File: src/lcl_pkg.sv
package lcl_pkg;

   // ************************************************
   // Timing
   // ************************************************
   localparam int          CLK_PERIOD_NS  = 20;
   localparam int          STEP_NS        = 320;
   localparam int          STEP_CYC       = STEP_NS / CLK_PERIOD_NS;
   localparam logic [7:0]  STEP_LAST      = 8'(STEP_CYC - 1);

   // ************************************************
   // Select register layout and register codes
   // ************************************************
   localparam int          SEL_REG_LSB    = 6;
   localparam int          SEL_BANK_LSB   = 10;
   localparam int          SEL_HALF_BIT   = 13;
   localparam int          SEL_CLRINT_BIT = 15;
   localparam int          LINE_ADDR_LSB  = 0;
   localparam logic [3:0]  REG_TX         = 4'h0;
   localparam logic [3:0]  REG_AVAIL      = 4'h1;
   localparam logic [3:0]  REG_IRQ        = 4'h2;
   localparam logic [3:0]  REG_MASK       = 4'h3;
   localparam logic [3:0]  REG_LINE       = 4'h4;
   localparam logic [2:0]  BANK_STD       = 3'h0;
   localparam logic [15:0] UNIT_ONE       = 16'h0001;

   // ************************************************
   // Microword fields and codes
   // ************************************************
   localparam logic [1:0]  STB_NONE       = 2'h0;
   localparam logic [1:0]  STB_WR         = 2'h1;
   localparam logic [1:0]  STB_RD         = 2'h2;
   localparam logic [1:0]  SCAN_NONE      = 2'h0;
   localparam logic [1:0]  SCAN_ACK       = 2'h1;
   localparam logic [1:0]  SCAN_HALF      = 2'h2;
   localparam logic [3:0]  DLY_REPLY      = 4'hF;
   localparam logic [3:0]  DLY_NONE       = 4'h0;
   localparam logic [7:0]  UA_WRITE       = 8'h00;
   localparam logic [7:0]  UA_WR_GAP      = 8'h01;
   localparam logic [7:0]  UA_WR_HI       = 8'h02;
   localparam logic [7:0]  UA_WR_END      = 8'h03;
   localparam logic [7:0]  UA_READ        = 8'h10;
   localparam logic [7:0]  UA_RD_GAP      = 8'h11;
   localparam logic [7:0]  UA_RD_HI       = 8'h12;
   localparam logic [7:0]  UA_RD_END      = 8'h13;
   localparam logic [7:0]  UA_FAIL        = 8'h1F;

   typedef struct packed {
      logic       par;
      logic [1:0] strobe;
      logic [3:0] delay;
      logic [1:0] scan;
      logic       bren;
      logic       hi_byte;
      logic       done;
      logic [7:0] target;
   } lcl_uword_t;

   typedef enum logic [1:0] {HS_IDLE, HS_RUN, HS_SYNC} lcl_hs_t;

   typedef struct packed {
      logic        active;
      logic [10:0] pc;
      logic [7:0]  timer;
   } lcl_seq_t;

   typedef struct packed {
      lcl_hs_t           hs;
      logic [15:0]       sel;
      logic [15:0]       line;
      logic [15:0]       mask;
      logic [15:0]       flags;
      logic [15:0]       tx;
      logic [15:0]       avail;
      logic [17:0]       hold;
      logic [17:0]       rdata;
      logic [15:0]       info_out;
      logic [1:0]        info_par;
      logic              info_oe;
      logic              op_read;
      logic              ack_res;
      logic              ack_prev;
      logic              err;
      logic              mismatch;
      logic [8:0]        dbo;
      lcl_seq_t [1:0]    seq;
   } lcl_state_t;

   // Microcode store, one bank populated, even parity over the word
   function automatic lcl_uword_t lcl_rom(input logic [10:0] a);
      lcl_uword_t w;
      w = '{1'b0, STB_NONE, DLY_NONE, SCAN_NONE, 1'b0, 1'b0, 1'b1, UA_WRITE};
      if (a[10:8] == BANK_STD) begin
         case (a[7:0])
            UA_WRITE:  w = '{1'b0, STB_WR, DLY_REPLY, SCAN_ACK, 1'b1, 1'b0, 1'b0, UA_FAIL};
            UA_WR_GAP: w = '{1'b0, STB_NONE, DLY_NONE, SCAN_HALF, 1'b1, 1'b0, 1'b0, UA_WR_END};
            UA_WR_HI:  w = '{1'b0, STB_WR, DLY_REPLY, SCAN_ACK, 1'b1, 1'b1, 1'b0, UA_FAIL};
            UA_READ:   w = '{1'b0, STB_RD, DLY_REPLY, SCAN_ACK, 1'b1, 1'b0, 1'b0, UA_FAIL};
            UA_RD_GAP: w = '{1'b0, STB_NONE, DLY_NONE, SCAN_HALF, 1'b1, 1'b0, 1'b0, UA_RD_END};
            UA_RD_HI:  w = '{1'b0, STB_RD, DLY_REPLY, SCAN_ACK, 1'b1, 1'b1, 1'b0, UA_FAIL};
            default:   w = w;
         endcase
      end
      w.par = ^w[18:0];
      return w;
   endfunction : lcl_rom

   // Step length: one nominal step, or delay+1 steps when scanning for the reply
   function automatic logic [7:0] lcl_step_load(input lcl_uword_t w);
      if (w.scan == SCAN_ACK) begin
         return 8'((int'(w.delay) + 1) * STEP_CYC - 1);
      end
      return STEP_LAST;
   endfunction : lcl_step_load

endpackage : lcl_pkg

File: src/lcl_line_side.sv
`timescale 1ns/1ps
// Operation
// - Four sixteen-bit registers, one bit per unit
// - Units drive activity bits; only orders clear interrupts
// - Transmit bit follows unit transmission start
// - Data-available bit follows receive half-full
// - Masked interrupt bits ORed onto request line
// - Data request returns interrupt register contents
// - Interrupts cleared only by dedicated command order
// - Data-present order loads interrupt mask register
// - Mask bit one enables, zero suppresses
// - Command selects register, request reads it
// - Host word split into two bytes, rejoined
// - Low parity with first byte, high with second
// - Inbound byte parity placed mirroring outbound
// - Missing unit acknowledgment flags failure
// - Half-word mode uses low byte only
// - Microinstruction step lasts 320 ns
// - Duplicated sequencer, mismatch flags fault
// - Microword twenty bits, 256 deep, parity checked
// - Microcode banks chosen by select register
// - Unit command loads start address by type
// - Each step increments or branches on scan
// - Race stage aligns reply for both copies
// - Reply ends programmed delay immediately
// - Data request drives data onto information leads
// - Controller command overwrites whole select register
module lcl_line_side
   import lcl_pkg::*;
(
   // Clock and reset
   input  wire logic        clk,
   input  wire logic        rst_n,
   // Host order strobes and address decode
   input  wire logic        ctl_addressed,
   input  wire logic        unit_addressed,
   input  wire logic        command_present_strobe,
   input  wire logic        data_present_strobe,
   input  wire logic        data_request_strobe,
   // Host information leads
   input  wire logic [15:0] info_in,
   input  wire logic [1:0]  info_par_in,
   output logic      [15:0] info_out,
   output logic      [1:0]  info_par_out,
   output logic             info_oe,
   // Host responses
   output logic             sync,
   output logic             err_flag,
   output logic             interrupt_request_line,
   // Unit data bus
   output logic      [15:0] unit_enable,
   output logic             unit_write_strobe,
   output logic             unit_read_strobe,
   output logic      [8:0]  unit_data_bus_out,
   output logic             unit_data_bus_oe,
   input  wire logic [8:0]  unit_data_bus_in,
   input  wire logic        unit_ack,
   // Unit activity inputs
   input  wire logic [15:0] unit_tx_active,
   input  wire logic [15:0] unit_rx_half_full,
   input  wire logic [15:0] unit_irq_set,
   // Sequencer health
   output logic             seq_mismatch,
   output logic             rom_parity_err
);

   // ************************************************
   // State and helpers
   // ************************************************
   lcl_state_t       s;
   lcl_state_t       n;
   lcl_uword_t [1:0] uw;
   logic             any_strobe;
   logic             ack_seen;
   logic             half_mode;
   logic             clr_order;
   logic [3:0]       reg_code;
   logic [2:0]       bank;

   assign any_strobe = command_present_strobe | data_present_strobe | data_request_strobe;
   assign ack_seen   = s.ack_res & ~s.ack_prev;
   assign half_mode  = s.sel[SEL_HALF_BIT];
   assign reg_code   = s.sel[SEL_REG_LSB +: 4];
   assign bank       = s.sel[SEL_BANK_LSB +: 3];
   assign clr_order  = (s.hs == HS_IDLE) & ctl_addressed & command_present_strobe
                       & info_in[SEL_CLRINT_BIT];

   // Microcode lookup for each sequencer copy
   genvar g;
   generate
      for (g = 0; g < 2; g++) begin : g_rom
         assign uw[g] = lcl_rom(s.seq[g].pc);
      end
   endgenerate

   // ************************************************
   // Next-state logic
   // ************************************************
   always_comb begin
      logic [1:0]  step_end;
      logic [1:0]  cond;
      logic [10:0] npc;
      lcl_uword_t  nw;
      step_end = '0;
      cond     = '0;
      npc      = '0;
      nw       = '0;
      n        = s;

      // Race stage and activity sampling
      n.ack_res  = unit_ack;
      n.ack_prev = s.ack_res;
      n.tx       = unit_tx_active;
      n.avail    = unit_rx_half_full;
      n.mismatch = (s.seq[0] != s.seq[1]);

      // Interrupt flags: set beats a same-cycle clear
      if (clr_order) begin
         n.flags = unit_irq_set;
      end else begin
         n.flags = s.flags | unit_irq_set;
      end

      // Sequencer copies
      for (int i = 0; i < 2; i++) begin
         if (s.seq[i].active) begin
            step_end[i] = (s.seq[i].timer == '0)
                          | ((uw[i].scan == SCAN_ACK) & ack_seen);
            cond[i]     = ((uw[i].scan == SCAN_ACK) & ~ack_seen)
                          | ((uw[i].scan == SCAN_HALF) & half_mode);
            if (step_end[i]) begin
               if (uw[i].done) begin
                  n.seq[i].active = 1'b0;
               end else begin
                  if (uw[i].bren & cond[i]) begin
                     npc = {bank, uw[i].target};
                  end else begin
                     npc = 11'(s.seq[i].pc + 11'h001);
                  end
                  n.seq[i].pc    = npc;
                  n.seq[i].timer = lcl_step_load(lcl_rom(npc));
               end
            end else begin
               n.seq[i].timer = 8'(s.seq[i].timer - 8'h01);
            end
         end
      end

      // Inbound byte capture into the joined word
      if (step_end[0] & (uw[0].strobe == STB_RD) & ack_seen) begin
         if (uw[0].hi_byte) begin
            n.rdata[15:8] = unit_data_bus_in[7:0];
            n.rdata[17]   = unit_data_bus_in[8];
         end else begin
            n.rdata[7:0]  = unit_data_bus_in[7:0];
            n.rdata[16]   = unit_data_bus_in[8];
         end
      end

      // Fault capture: missing reply, bad microword, copies apart
      if (s.seq[0].active & step_end[0] & ~uw[0].done & uw[0].bren & cond[0]
          & (uw[0].target == UA_FAIL)) begin
         n.err = 1'b1;
      end
      if (s.seq[0].active & (^uw[0])) begin
         n.err = 1'b1;
      end
      if (s.mismatch) begin
         n.err = 1'b1;
      end

      // Host order handshake
      case (s.hs)
         HS_IDLE: begin
            n.info_oe = 1'b0;
            if (ctl_addressed & any_strobe) begin
               n.hs  = HS_SYNC;
               n.err = 1'b0;
               if (command_present_strobe) begin
                  n.sel = info_in;
               end else if (data_present_strobe) begin
                  if (reg_code == REG_MASK) begin
                     n.mask = info_in;
                  end else if (reg_code == REG_LINE) begin
                     n.line = info_in;
                  end
               end else begin
                  n.info_oe  = 1'b1;
                  n.info_par = '0;
                  case (reg_code)
                     REG_TX:    n.info_out = s.tx;
                     REG_AVAIL: n.info_out = s.avail;
                     REG_IRQ:   n.info_out = s.flags;
                     REG_MASK:  n.info_out = s.mask;
                     REG_LINE:  n.info_out = s.line;
                     default:   n.info_out = '0;
                  endcase
               end
            end else if (unit_addressed & (data_present_strobe | data_request_strobe)) begin
               n.hs      = HS_RUN;
               n.err     = 1'b0;
               n.op_read = data_request_strobe;
               n.hold    = {info_par_in, info_in};
               n.rdata   = '0;
               for (int i = 0; i < 2; i++) begin
                  n.seq[i].active = 1'b1;
                  n.seq[i].pc     = {bank, data_request_strobe ? UA_READ : UA_WRITE};
                  n.seq[i].timer  = lcl_step_load(lcl_rom(n.seq[i].pc));
               end
            end else if (unit_addressed & command_present_strobe) begin
               n.hs = HS_SYNC;
            end
         end
         HS_RUN: begin
            if (~s.seq[0].active) begin
               n.hs = HS_SYNC;
               if (s.op_read) begin
                  n.info_oe  = 1'b1;
                  n.info_out = s.rdata[15:0];
                  n.info_par = s.rdata[17:16];
               end
            end
         end
         HS_SYNC: begin
            if (~any_strobe) begin
               n.hs      = HS_IDLE;
               n.info_oe = 1'b0;
            end
         end
         default: begin
            n.hs = HS_IDLE;
         end
      endcase

      // Outbound byte with its parity for the coming step
      nw    = lcl_rom(n.seq[0].pc);
      n.dbo = nw.hi_byte ? {n.hold[17], n.hold[15:8]} : {n.hold[16], n.hold[7:0]};
   end

   // ************************************************
   // State register
   // ************************************************
   always_ff @(posedge clk or negedge rst_n) begin
      if (!rst_n) begin
         s <= '0;
      end else begin
         s <= n;
      end
   end

   // ************************************************
   // Outputs
   // ************************************************
   assign info_out               = s.info_out;
   assign info_par_out           = s.info_par;
   assign info_oe                = s.info_oe;
   assign sync                   = (s.hs == HS_SYNC);
   assign err_flag               = s.err;
   assign interrupt_request_line = |(s.flags & s.mask);
   assign unit_enable            = s.seq[0].active ? (UNIT_ONE << s.line[LINE_ADDR_LSB +: 4]) : '0;
   assign unit_write_strobe      = s.seq[0].active & (uw[0].strobe == STB_WR);
   assign unit_read_strobe       = s.seq[0].active & (uw[0].strobe == STB_RD);
   assign unit_data_bus_out      = s.dbo;
   assign unit_data_bus_oe       = unit_write_strobe;
   assign seq_mismatch           = s.mismatch;
   assign rom_parity_err         = s.seq[0].active & (^uw[0]);
endmodule : lcl_line_side

File: config.mk
export PLATFORM = sky130hd
export DESIGN_NAME = lcl_line_side
export DESIGN_NICKNAME = d
export VERILOG_FILES = /design/src/lcl_pkg.sv /design/src/lcl_line_side.sv
export SDC_FILE = /design/constraint.sdc
export NUM_CORES = 1
export LEC_CHECK = 0
export BUFFER_PORTS_ARGS = -buffer_cell sky130_fd_sc_hd__buf_4
export CAP_MARGIN = 20
export CORE_UTILIZATION = 40
export CTS_CLUSTER_DIAMETER = 40
export CTS_CLUSTER_SIZE = 28
export DETAILED_ROUTE_END_ITERATION = 6
export PLACE_DENSITY = 0.61
export SYNTH_ARGS = -nofsm -noshare
export SYNTH_HDL_FRONTEND = slang
export SYNTH_SLANG_ARGS = --single-unit
File: constraint.sdc
create_clock -name clk -period 4.03 [get_ports clk]
set_input_delay 0.6045 -clock clk [delete_from_list [all_inputs] [get_ports clk]]
set_output_delay 0.6045 -clock clk [all_outputs]
set_load 0.1 [all_outputs]
Word-level counts from Yosys, hierarchy flattened:

Cells that the tools add are included.

* add/sub/neg operators: 10
* equal/unequal tests: 54
* shifts and indexed selects: 1
* muxes and demuxes: 95
* bitwise gates (word level): 40
* reduce and logical (&&, ||, !) cells: 28

Operator list (number)
* $pmux W17 S6: 3
* $mux W17: 12
* $mux W19: 8
* $eq A8 B5 Y1 const B: 16
* $mux W40: 3
* $pmux W19 S6: 1
* $mux W36: 3
* $mux W11: 8
* $mux W8: 10
* $pmux W16 S5: 1
* $pmux W13 S6: 1
* $logic_not A8 Y1: 8
* $pmux W10 S6: 1
* $eq A8 B1 Y1 const B: 5
* $eq A8 B2 Y1 const B: 5
* $mux W20: 2
* $sub A8 B1 Y8 const B: 5
* $pmux W18 S2: 1
* $mux W16: 2
* $and A1 B1 Y1: 25
* $mux W1: 25
* $mux W12: 2
* $add A11 B1 Y11 const B: 2
* $ne A20 B20 Y1: 1
* 37 further kinds: 78

* register bits: 205
* logic and storage cells: 252

Longest topological paths before layout:

Gate-level depths: netlist of the first run.

* depth after elaboration: 33
* mapped depth: 11

Worst setup path after synthesis of the first run:

OpenSTA, ideal clock, no wires.

* path kind: register -> output
* start: register s[19] (netlist name)
* end: output port unit_enable[0]
* arrival: 3.041 ns
* data required time: 3.425 ns
* setup slack: 0.385 ns
* stages on the path, launching flop included: 4
* path buffers: 1
* cell sequence: dfrtp_1 clkbuf_1 or3b_2 nor3_1

* cells in the longest elaborated chain, start to end: 1

RTL lines
* start: declaration: RTL line lcl_line_side.sv:70 `lcl_state_t s;`
* start signal: assignment: RTL line lcl_line_side.sv:247 `s <= n;`
* $mux W16: RTL line lcl_line_side.sv:260 `assign unit_enable = s.seq[0].active ? (UNIT_ONE << s.line[LINE_ADDR_LSB +: 4]) : '0;`
* end: declaration: RTL line lcl_line_side.sv:51 `output logic [15:0] unit_enable,`

Every way passes these cells.

==> out/results.md, run 1 <==
STA
* **Final Max Slew Viols** 0
* **maximum operating frequency** 0.286 GHz
* **Setup TNS Final** 0 ps
* **number of failing setup endpoints in the final timing report** 0
* **Post-Route Hold Slack** 177 ps
* **unrepaired setup endpoints after global routing** no
* **fraction of the cycle the final worst path needs** 86.8%
* **skew final** 20.4 ps
* **Hold Violations, Final** 0
* **max-slew headroom at the worst pin** 31.3%
* **clock period minus final worst setup slack** 3500 ps
* **transition time at the pin with the least slew margin** 1030 ps

Critical path
* **Worst EP arrival** 3830 ps
* **Worst Setup Start Kind** register
* **critical path peak fanout** 9
* **stage delay of the slowest cell on the critical path** 480 ps
* **path type of the worst setup path** register to register
* **critical path's slowest cell** dfrtp_1
* **Worst path most repeated cell** ha_1
* **cell family contributing the most delay on the critical path** compound AO/OA/AOI/OAI gates
* **nature of the critical path endpoint** register
* **sequence of cells on the critical path** inv_1 -> ha_1 -> nor2_1 -> nor4_4 -> inv_2 -> ha_1 -> a22oi_1 -> buf_4 -> mux2_2 -> a211oi_1 -> o221ai_4 -> mux2_1
* **crit path buf inv count** 3
* **CP required** 4360 ps

Global routing
* **via count of the first global-routing pass** 6838
* **global routing's busiest layer** met2
* **sum of overflow across all layers after global routing** 0
* **number of antenna violations at the first check in global routing** 0
* **pin count of the biggest net entering global routing** 92
* **met3 Use GR** 4.23%
* **first-pass GRT wire length** 38.6 mm
* **met1 GRT Util** 30.8%
* **met2 usage** 31.8%
* **total global routing track utilization** 21.0%

CTS
* **maximum buffer depth of the clock tree** 2
* **CTS root buf** clkbuf_16
* **hold bufs inserted after CTS** 0
* **Post-CTS Setup Inserts** 0
* **CTS HTree Levels** 4
* **post-cts sizing count** 0
* **Skew-Pair Late Insertion Delay** 460 ps
* **CTS clock-pin slew for the worst setup and hold paths** 80 ps
* **CTS tree** yes
* **TritonCTS Sinks** 199
* **total CTS buffers** 17

Min path
* **class of the tightest hold or removal check** input pin to async pin

Layout
* **fraction of final layout cells with drive strength greater than 1** 26.2%
* **Area Overhead vs Synth** 19.9%
* **final-layout fill cell count** 2086
* **Nets** 1067
* **final standard cell area without fillers** 0.0112 mm^2
* **number of antenna repair diodes** 0
* **Non-Filler Instances** 1293

Yosys
* **synthesized area per cell** 10.8 um^2
* **area share of the largest cell type after synthesis** 53.4%
* **most common cell in the netlist** dfrtp_1
* **number of warnings reported in the yosys synthesis log** 0
* **Primary FF master, synth** dfrtp_1
* **share of flip-flops with an asynchronous set or reset after synthesis** 100%
* **total standard cell area after synthesis** 0.00933 mm^2
* **cell types with the highest counts after synthesis** 199 x dfrtp_1, 88 x nand2_1, 73 x nor2_1
* **Netlist cell types** 69
* **post-synth net total** 966
* **largest area contributor in the netlist** dfrtp_1
* **Area contributors post-synth** dfrtp_1 53%, mux2_2 6.2%, nand2_1 3.5%
* **number of enable flip-flop cells after synthesis** 0
* **portion of the post-synthesis area used by sequential elements** 53.4%
* **count of state elements after synthesis** 199
* **gate count of the mapped netlist** 866

Detailed routing
* **average via count per standard cell** 5.40
* **Post-DRT Antenna Nets** 0
* **routed wire length** 24.3 mm
* **drt first pass iters** 6
* **vias post-DR** 6980
* **total DRC errors in the routed layout** 0
* **WL per Instance** 18.8 um
* **initial detailed-routing violation count** 524

Floorplan
* **die boundary width** 155 um
* **overall die height** 155 um
* **Rows** 55
* **starting density of the core** 41.0%
* **boundary pin count** 135
* **area of the die** 0.0239 mm^2
* **core outline area** 0.0228 mm^2

Pwr
* **Pwr per Cell Area** 833 mW/mm^2
* **leakage power of the design** 5.10 nW
* **Max IR drop VDD** 0.000546 V

Status
* **run status** finished, final reports clean

Placed design
* **Detailed Place HPWL** 17.1 mm
* **total cell area at the placement stage** 0.0105 mm^2
* **Port Buffers** 133
* **placed cell count** 1261
* **RD Place Congestion** 0.881

Flow run
* **count of maximum capacitance violations** 0

==> per-stage QoR <==
stage	setup slack, ps	power (mW)	utilization, %
final	531	9.32	49.1
after global routing	219	9.86	49.1
after detailed placement	611	7.45	46.2
after CTS	563	9.35	49.1
after global placement	674	7.41	46.2
after floorplan	385	6.52	-
==> worst paths after layout <==
kind / slack (ps) / cells past startpoint / startpoint / end
setup reg to reg: 530 / 12 / s[8] / unit_data_bus_out[0]
hold reg to reg: 480 / 2 / s[93] / s[93]
min in group clk: 240 / 1 / unit_rx_half_full[15] / s[124]
hold / removal: 180 / 1 / rst_n / s[26]
max in group asynchronous: 2930 / 2 / rst_n / s[109]
setup / recovery: 530 / 12 / s[8] / unit_data_bus_out[0]
==> cell usage in the layout, fill, tap and decap left out, types with 4 or more instances in the layout <==
cell / count
nand3_1: 18
a21oi_1: 60
inv_1: 21
mux2_2: 51
nand2_1: 88
a22oi_1: 19
and3_1: 7
o21ai_0: 31
nor3_1: 19
clkbuf_16: 17
ha_1: 17
inv_16: 4
a211oi_1: 4
nor2_1: 73
a22o_1: 12
nor4_1: 6
nand4_1: 9
xnor2_1: 16
clkinv_8: 6
and2_1: 5
o211ai_1: 5
xor2_1: 10
buf_4: 147
mux2i_1: 20
a222oi_1: 16
a21o_1: 18
nor2b_1: 5
dfrtp_1: 199
a221oi_1: 4
or3_1: 5
==> report_power, final <==
part           leakage (nW)  internal, mW  total, mW  switching, mW
clock network         0.321         0.894       1.87          0.980
logic                  2.33          1.31       4.20           2.89
registers              2.45          2.62       3.25          0.626
total                  5.10          4.82       9.32           4.50
==> registers in the layout, summed over array words and instances (netlist names) <==
signal	count
bank	3
s	160
n	1
info_out	16
unit_data_bus_out	9
info_par_out	2
reg_code	4
seq_mismatch	1
info_oe	1
err_flag	1
half_mode	1
==> layer usage <==
| metal | wire length [um] | share of wire (%) | vias to the layer above |
|---|---|---|---|
| met4 | 331 | 1.4 | 0 |
| li1 | - | - | 3277 |
| met3 | 1270 | 5.2 | 23 |
| met1 | 11600 | 48 | 3478 |
| met2 | 11100 | 45 | 202 |
| met5 | 0 | 0 | - |
==> kinds of logic after synthesis <==
logic type | Yosys count | share of synthesized area (%)
compound gates | 193 | 14.2
mux | 72 | 8.42
simple gates | 269 | 14.4
fa+ha+maj | 17 | 2.28
other cells | 1 | 0.0402
xor+xnor | 26 | 2.44
flops | 199 | 53.4
buf+inv | 89 | 4.84
==> layout make-up <==
cell class / instances / area (um^2) / share of cell area (%)
clock inverters: 15 / 241 / 2.16
repair buffers: 149 / 1140 / 10.2
multi-input cells: 578 / 3930 / 35.1
inverters: 22 / 82.6 / 0.738
well taps: 313 / 392 / 3.50
flip-flops and latches: 199 / 4980 / 44.5
clock buffers: 17 / 425 / 3.80
No activity file was read; power rests on OpenSTA's default activity.
==> run 2, diff against run 1 <==
--- a/config.mk
+++ b/config.mk
@@ -5,7 +5,7 @@
 export SDC_FILE = /design/constraint.sdc
 export NUM_CORES = 1
 export LEC_CHECK = 0
-export BUFFER_PORTS_ARGS = -buffer_cell sky130_fd_sc_hd__buf_4
+export BUFFER_PORTS_ARGS = -buffer_cell sky130_fd_sc_hd__buf_2
 export CAP_MARGIN = 20
 export CORE_UTILIZATION = 40
 export CTS_CLUSTER_DIAMETER = 40
==> run 2 against run 1 <==
  * Critical path type unchanged
  * The run now ends with DRC left
  * Register-to-register slack barely moved
  * Highest routed layer unchanged
  * Die area did not move
  * First-iteration DRC count fell by 5.3%
  * Global-route usage fell by 0.30 points
==> out/results.md, run 2 (synthesis gave the netlist of run 1 again) <==
CTS
* **total CTS buffers** 17, unchanged
* **hold bufs inserted after CTS** 0, unchanged
* **maximum buffer depth of the clock tree** 2, unchanged
* **post-cts sizing count** 0, unchanged
* **Post-CTS Setup Inserts** 0, unchanged
* **Skew-Pair Late Insertion Delay** 450 ps, was 460 ps
* **CTS root buf** clkbuf_16, unchanged
* **TritonCTS Sinks** 199, unchanged
* **CTS clock-pin slew for the worst setup and hold paths** 80 ps, about the same
* **CTS tree** yes, unchanged
* **CTS HTree Levels** 4, unchanged

STA
* **maximum operating frequency** 0.286 GHz, about the same
* **max-slew headroom at the worst pin** 32.6%, was 31.3%
* **Final Max Slew Viols** 0, unchanged
* **skew final** 16.8 ps, was 20.4 ps
* **number of failing setup endpoints in the final timing report** 0, unchanged
* **Setup TNS Final** 0 ps, unchanged
* **unrepaired setup endpoints after global routing** no, unchanged
* **transition time at the pin with the least slew margin** 1010 ps, was 1030 ps
* **clock period minus final worst setup slack** 3500 ps, about the same
* **Hold Violations, Final** 0, unchanged
* **fraction of the cycle the final worst path needs** 86.8%, about the same

Detailed routing
* **initial detailed-routing violation count** 496, was 524
* **total DRC errors in the routed layout** 10, was 0
* **drt first pass iters** 7, was 6
* **vias post-DR** 6969, was 6980
* **Post-DRT Antenna Nets** 0, unchanged
* **routed wire length** 23.9 mm, was 24.3 mm
* **WL per Instance** 18.5 um, was 18.8 um
* **average via count per standard cell** 5.39, was 5.40

Floorplan
* **overall die height** 155 um, unchanged
* **Rows** 55, unchanged
* **core outline area** 0.0228 mm^2, unchanged
* **starting density of the core** 41.0%, unchanged
* **die boundary width** 155 um, unchanged
* **boundary pin count** 135, unchanged
* **area of the die** 0.0239 mm^2, unchanged

Global routing
* **number of antenna violations at the first check in global routing** 0, unchanged
* **total global routing track utilization** 20.7%, was 21.0%
* **sum of overflow across all layers after global routing** 0, unchanged
* **pin count of the biggest net entering global routing** 120, was 92
* **via count of the first global-routing pass** 6698, was 6838
* **first-pass GRT wire length** 37.9 mm, was 38.6 mm

Layout
* **Nets** 1066, was 1067
* **highest-count cells in the layout ignoring fill and taps** 199 x dfrtp_1, 132 x buf_2, 88 x nand2_1, was 199 x dfrtp_1, 147 x buf_4, 88 x nand2_1
* **final-layout fill cell count** 2131, was 2086
* **max reg flops** 160, unchanged
* **Most flops, register** s, unchanged
* **sequential cell area** 0.00498 mm^2, unchanged
* **final cell utilization of the core** 47.7%, was 49.1%
* **Area Overhead vs Synth** 16.3%, was 19.9%
* **Multi-input gate area** 0.00394 mm^2, was 0.00393 mm^2
* **fraction of final layout cells with drive strength greater than 1** 26.1%, was 26.2%
* **most common library cell in the layout ignoring fill and taps** dfrtp_1, unchanged
* **number of antenna repair diodes** 0, unchanged

Critical path
* **critical path's slowest cell** dfrtp_1, unchanged
* **reg-to-reg startpoint** s[8], unchanged
* **critical path peak fanout** 9, unchanged
* **Worst path most repeated cell** ha_1, unchanged
* **nature of the critical path endpoint** register, unchanged
* **Worst Setup Start Kind** register, unchanged
* **CP required** 4360 ps, about the same
* **stage delay of the slowest cell on the critical path** 480 ps, about the same
* **endpoint of the lowest-slack register-to-register path** unit_data_bus_out[0], unchanged
* **sequence of cells on the critical path** inv_1 -> ha_1 -> nor2_1 -> nor4_4 -> inv_2 -> ha_1 -> a22oi_1 -> buf_4 -> mux2_2 -> a211oi_1 -> o221ai_4 -> mux2_1, unchanged
* **Worst EP arrival** 3830 ps, about the same
* **cell family contributing the most delay on the critical path** compound AO/OA/AOI/OAI gates, unchanged
* **number of cells on the critical path** 12, unchanged
* **crit path buf inv count** 3, unchanged
* **setup slack on the worst flop-to-flop path** 530 ps, about the same
* **number of cells on the worst reg-to-reg path** 12, unchanged
* **path type of the worst setup path** register to register, unchanged

Status
* **violated checks** DRC
* **run status** finished with violations, was finished, final reports clean

Flow run
* **count of maximum capacitance violations** 0, unchanged

Pwr
* **Pwr per Cell Area** 843 mW/mm^2, was 833 mW/mm^2
* **leakage power of the design** 5.00 nW, was 5.10 nW
* **Max IR drop VDD** 0.000379 V, was 0.000546 V
* **Design Power** 9.15 mW, was 9.32 mW

Placed design
* **Detailed Place HPWL** 17.1 mm, about the same
* **Port Buffers** 133, unchanged
* **RD Place Congestion** 0.864, was 0.881

Min path
* **class of the tightest hold or removal check** input pin to async pin, unchanged

==> run 2: changes by cell type in the layout (fill, tap and decap cells not counted), sizes merged <==
| cell | previous run | this run |
|---|---|---|
| buf | 148 | 147 |
| clkinv | 6 | 3 |
| inv | 31 | 34 |
==> run 2: where the power goes <==
group	switching [mW]	internal (mW)	total [mW]
Combinational	2.87	1.17	4.04
Clock	0.963	0.898	1.86
Sequential	0.627	2.62	3.25
Total	4.46	4.69	9.15
==> run 2: layer usage <==
layer  up-vias  routed length [um]  track usage (%)
met3        30                 895             3.33
met2       205               10900             31.4
met5         -                   0                0
met1      3455               11700             30.3
met4         0                 436             6.69
li1       3279                   -                -
==> run 2: area by class of cell <==
class                      instances  share of cell area (%)
clock buffer                      17                    3.92
clock inverter                    15                    2.17
inverter                          22                   0.761
multi-input combinational        578                    36.3
sequential                       199                    45.9
tap                              313                    3.61
timing repair buffer             148                    7.37
==> run 2: metrics by stage <==
step	hold WS (ps)	setup slack, ps	cells	area [um^2]
global route	229	278	1292	10900
floorplan	309	385	866	9330
finish	248	533	1292	10900
CTS	235	538	1292	10900
global placement	452	664	1260	10200
detailed placement	457	543	1260	10200
==> run 2: worst max-delay path by stage <==
stage / startpoint / slack, ps / endpoint
floorplan: s[19] / 380 / unit_enable[0]
global placement: s[8] / 660 / unit_data_bus_out[0]
detailed placement: s[8] / 540 / unit_data_bus_out[0]
CTS: s[8] / 540 / unit_data_bus_out[0]
global route: s[8] / 280 / unit_data_bus_out[0]
finish: s[8] / 530 / unit_data_bus_out[0]
==> run 3, diff against run 2 <==
--- a/config.mk
+++ b/config.mk
@@ -5,13 +5,14 @@
 export SDC_FILE = /design/constraint.sdc
 export NUM_CORES = 1
 export LEC_CHECK = 0
+export ABC_AREA = 1
 export BUFFER_PORTS_ARGS = -buffer_cell sky130_fd_sc_hd__buf_2
 export CAP_MARGIN = 20
-export CORE_UTILIZATION = 40
+export CORE_UTILIZATION = 36
 export CTS_CLUSTER_DIAMETER = 40
 export CTS_CLUSTER_SIZE = 28
 export DETAILED_ROUTE_END_ITERATION = 6
-export PLACE_DENSITY = 0.61
+export PLACE_DENSITY = 0.56
 export SYNTH_ARGS = -nofsm -noshare
 export SYNTH_HDL_FRONTEND = slang
 export SYNTH_SLANG_ARGS = --single-unit
==> run 3 against run 2 <==
  * The run now ends clean
  * Register-to-register slack better by 280 ps
  * Synthesized cell count is 42% higher
  * Utilization fell by 5.5 points
  * Critical endpoint is now s[77]
==> out/results.md, run 3 <==
Status
* **run status** finished, final reports clean, was finished with violations

Layout
* **highest-count cells in the layout ignoring fill and taps** 247 x nand2_1, 199 x dfrtp_1, 156 x inv_1, was 199 x dfrtp_1, 132 x buf_2, 88 x nand2_1
* **number of antenna repair diodes** 0, unchanged
* **final-layout fill cell count** 2893, was 2131
* **Most flops, register** s, unchanged
* **max reg flops** 160, unchanged
* **fraction of final layout cells with drive strength greater than 1** 17.8%, was 26.1%
* **Area Overhead vs Synth** 14.6%, was 16.3%
* **most common library cell in the layout ignoring fill and taps** nand2_1, was dfrtp_1
* **Nets** 1432, was 1066
* **final standard cell area without fillers** 0.0118 mm^2, was 0.0109 mm^2

Detailed routing
* **WL per Instance** 16.7 um, was 18.5 um
* **Post-DRT Antenna Nets** 0, unchanged
* **Routed met2 length** 13.3 mm, was 10.9 mm
* **vias post-DR** 8536, was 6969
* **routed wire length** 28.7 mm, was 23.9 mm
* **wire length on met1** 13.6 mm, was 11.7 mm
* **initial detailed-routing violation count** 584, was 496
* **uppermost layer routed** met4, unchanged
* **wire length on met3** 1.24 mm, was 895 um
* **average via count per standard cell** 4.95, was 5.39
* **drt first pass iters** 5, was 7
* **total DRC errors in the routed layout** 0, was 10

STA
* **max-slew headroom at the worst pin** 38.5%, was 32.6%
* **Hold Violations, Final** 0, unchanged
* **Final Max Slew Viols** 0, unchanged
* **maximum operating frequency** 0.311 GHz, was 0.286 GHz
* **clock period minus final worst setup slack** 3220 ps, was 3500 ps
* **unrepaired setup endpoints after global routing** no, unchanged
* **Setup TNS Final** 0 ps, unchanged
* **fraction of the cycle the final worst path needs** 79.9%, was 86.8%
* **number of failing setup endpoints in the final timing report** 0, unchanged
* **transition time at the pin with the least slew margin** 923 ps, was 1010 ps
* **skew final** 15.7 ps, was 16.8 ps

Yosys
* **largest area contributor in the netlist** dfrtp_1, unchanged
* **count of state elements after synthesis** 199, unchanged
* **cell types with the highest counts after synthesis** 247 x nand2_1, 199 x dfrtp_1, 156 x inv_1, was 199 x dfrtp_1, 88 x nand2_1, 73 x nor2_1
* **Area contributors post-synth** dfrtp_1 48%, nand2_1 9.0%, inv_1 5.7%, was dfrtp_1 53%, mux2_2 6.2%, nand2_1 3.5%
* **area share of the largest cell type after synthesis** 48.4%, was 53.4%
* **Primary FF master, synth** dfrtp_1, unchanged
* **total standard cell area after synthesis** 0.0103 mm^2, was 0.00933 mm^2
* **post-synth net total** 1334, was 966
* **share of flip-flops with an asynchronous set or reset after synthesis** 100%, unchanged
* **number of warnings reported in the yosys synthesis log** 0, unchanged
* **number of enable flip-flop cells after synthesis** 0, unchanged
* **Netlist cell types** 50, was 69
* **most common cell in the netlist** nand2_1, was dfrtp_1
* **gate count of the mapped netlist** 1234, was 866
* **portion of the post-synthesis area used by sequential elements** 48.4%, was 53.4%
* **synthesized area per cell** 8.33 um^2, was 10.8 um^2

Critical path
* **sequence of cells on the critical path** inv_1 -> ha_1 -> inv_1 -> nand2_1 -> nand2_2 -> nor2_4 -> nand2_1 -> inv_1 -> ha_1 -> inv_1 -> nor2_1 -> nor2_2 -> nor2_4 -> nand3_2 -> a21oi_2 -> inv_1 -> o21ai_0 -> nor2_1, was inv_1 -> ha_1 -> nor2_1 -> nor4_4 -> inv_2 -> ha_1 -> a22oi_1 -> buf_4 -> mux2_2 -> a211oi_1 -> o221ai_4 -> mux2_1
* **critical path's slowest cell** a21oi_2, was dfrtp_1
* **nature of the critical path endpoint** register, unchanged
* **CP startpoint** s[8], unchanged
* **critical path peak fanout** 15, was 9
* **path type of the worst setup path** register to register, unchanged
* **Worst Setup Start Kind** register, unchanged
* **Worst EP arrival** 3560 ps, was 3830 ps
* **Worst path most repeated cell** inv_1, was ha_1
* **setup slack on the worst flop-to-flop path** 810 ps, was 530 ps
* **CP required** 4370 ps, was 4360 ps
* **endpoint of the lowest-slack register-to-register path** s[77], was unit_data_bus_out[0]
* **stage delay of the slowest cell on the critical path** 470 ps, was 480 ps
* **number of cells on the worst reg-to-reg path** 18, was 12
* **reg-to-reg startpoint** s[8], unchanged

CTS
* **Post-CTS Setup Inserts** 0, unchanged
* **maximum buffer depth of the clock tree** 2, unchanged
* **CTS clock-pin slew for the worst setup and hold paths** 90 ps, was 80 ps
* **TritonCTS Sinks** 199, unchanged
* **CTS HTree Levels** 4, unchanged
* **CTS tree** yes, unchanged
* **CTS root buf** clkbuf_16, unchanged
* **hold bufs inserted after CTS** 0, unchanged
* **total CTS buffers** 17, unchanged
* **Skew-Pair Late Insertion Delay** 450 ps, about the same
* **post-cts sizing count** 0, unchanged

Floorplan
* **core outline area** 0.0279 mm^2, was 0.0228 mm^2
* **die boundary width** 171 um, was 155 um
* **overall die height** 171 um, was 155 um
* **starting density of the core** 36.8%, was 41.0%
* **boundary pin count** 135, unchanged
* **Rows** 61, was 55
* **area of the die** 0.0292 mm^2, was 0.0239 mm^2

Pwr
* **Pwr per Cell Area** 833 mW/mm^2, was 843 mW/mm^2
* **leakage power of the design** 5.92 nW, was 5.00 nW
* **Design Power** 9.81 mW, was 9.15 mW
* **Max IR drop VDD** 0.000598 V, was 0.000379 V

Placed design
* **total cell area at the placement stage** 0.0112 mm^2, was 0.0102 mm^2
* **RD Place Congestion** 0.862, was 0.864
* **Detailed Place HPWL** 21.7 mm, was 17.1 mm
* **Port Buffers** 133, unchanged

Min path
* **class of the tightest hold or removal check** input pin to async pin, unchanged

Global routing
* **number of antenna violations at the first check in global routing** 0, unchanged
* **first-pass GRT wire length** 45.5 mm, was 37.9 mm
* **sum of overflow across all layers after global routing** 0, unchanged
* **pin count of the biggest net entering global routing** 112, was 120
* **total global routing track utilization** 20.6%, was 20.7%
* **via count of the first global-routing pass** 8217, was 6698

Flow run
* **count of maximum capacitance violations** 0, unchanged

## run 3: how the worst max path moves through the flow
stage                            end  slack (ps)  cells after the start
CTS                            s[77]         800                     18
floorplan           unit_read_strobe         580                      8
finish                         s[77]         810                     18
global route                   s[77]         480                     18
global placement               s[78]         940                     18
detailed placement             s[77]         820                     18
## run 3: stage by stage
step                      hold slack [ps]  utilization [%]  worst slack, ps  instances
final                                 247             42.2              812       1723
after global routing                  237             42.2              485       1723
after CTS                             236             42.2              799       1723
after detailed placement              373             40.0              818       1691
after global placement                364             39.9              940       1690
after floorplan                       309                -              579       1234
## run 3: report_power, final
part	switching, mW	internal, mW	leakage (nW)	total (mW)
logic	3.64	1.22	3.16	4.86
registers	0.581	2.60	2.45	3.18
clock network	0.913	0.853	0.299	1.77
## run 3: cell type report
| class | instances | area [um^2] | area share (%) |
|---|---|---|---|
| clock buffer | 17 | 425 | 3.61 |
| clock inverter | 15 | 193 | 1.64 |
| inverter | 162 | 611 | 5.18 |
| multi-input combinational | 803 | 4300 | 36.5 |
| sequential | 199 | 4980 | 42.3 |
| tap | 378 | 473 | 4.01 |
| timing repair buffer | 149 | 798 | 6.78 |
## run 3: metal layers
layer / global-route usage [%] / up-vias
met5: 0 / -
met4: 6.13 / 0
met3: 2.98 / 36
met2: 32.6 / 219
met1: 29.1 / 4090
li1: - / 4191
## run 3: worst max-delay path: cells and delay by family (launching register included)
family,cells,cell delay [ps]
AOI/OAI and AO/OA,2,690
DFF,1,460
buffers and inverters,5,480
and+or+nand+nor,9,1140
adders and majority gates,2,330
## run 3: logic make-up (layout without fill, tap and decap cells)
kind of cell / after synthesis / count (layout) / synth area share (%)
flip-flops: 199 / 199 / 48.4
multiplexers: 1 / 1 / 0.110
other: 1 / 1 / 0.0365
AND/OR/NAND/NOR: 545 / 545 / 25.0
buffers and inverters: 232 / 343 / 9.86
AO/OA/AOI/OAI: 210 / 210 / 12.0
adder cells (fa/ha/maj): 17 / 17 / 2.07
XOR/XNOR: 29 / 29 / 2.47
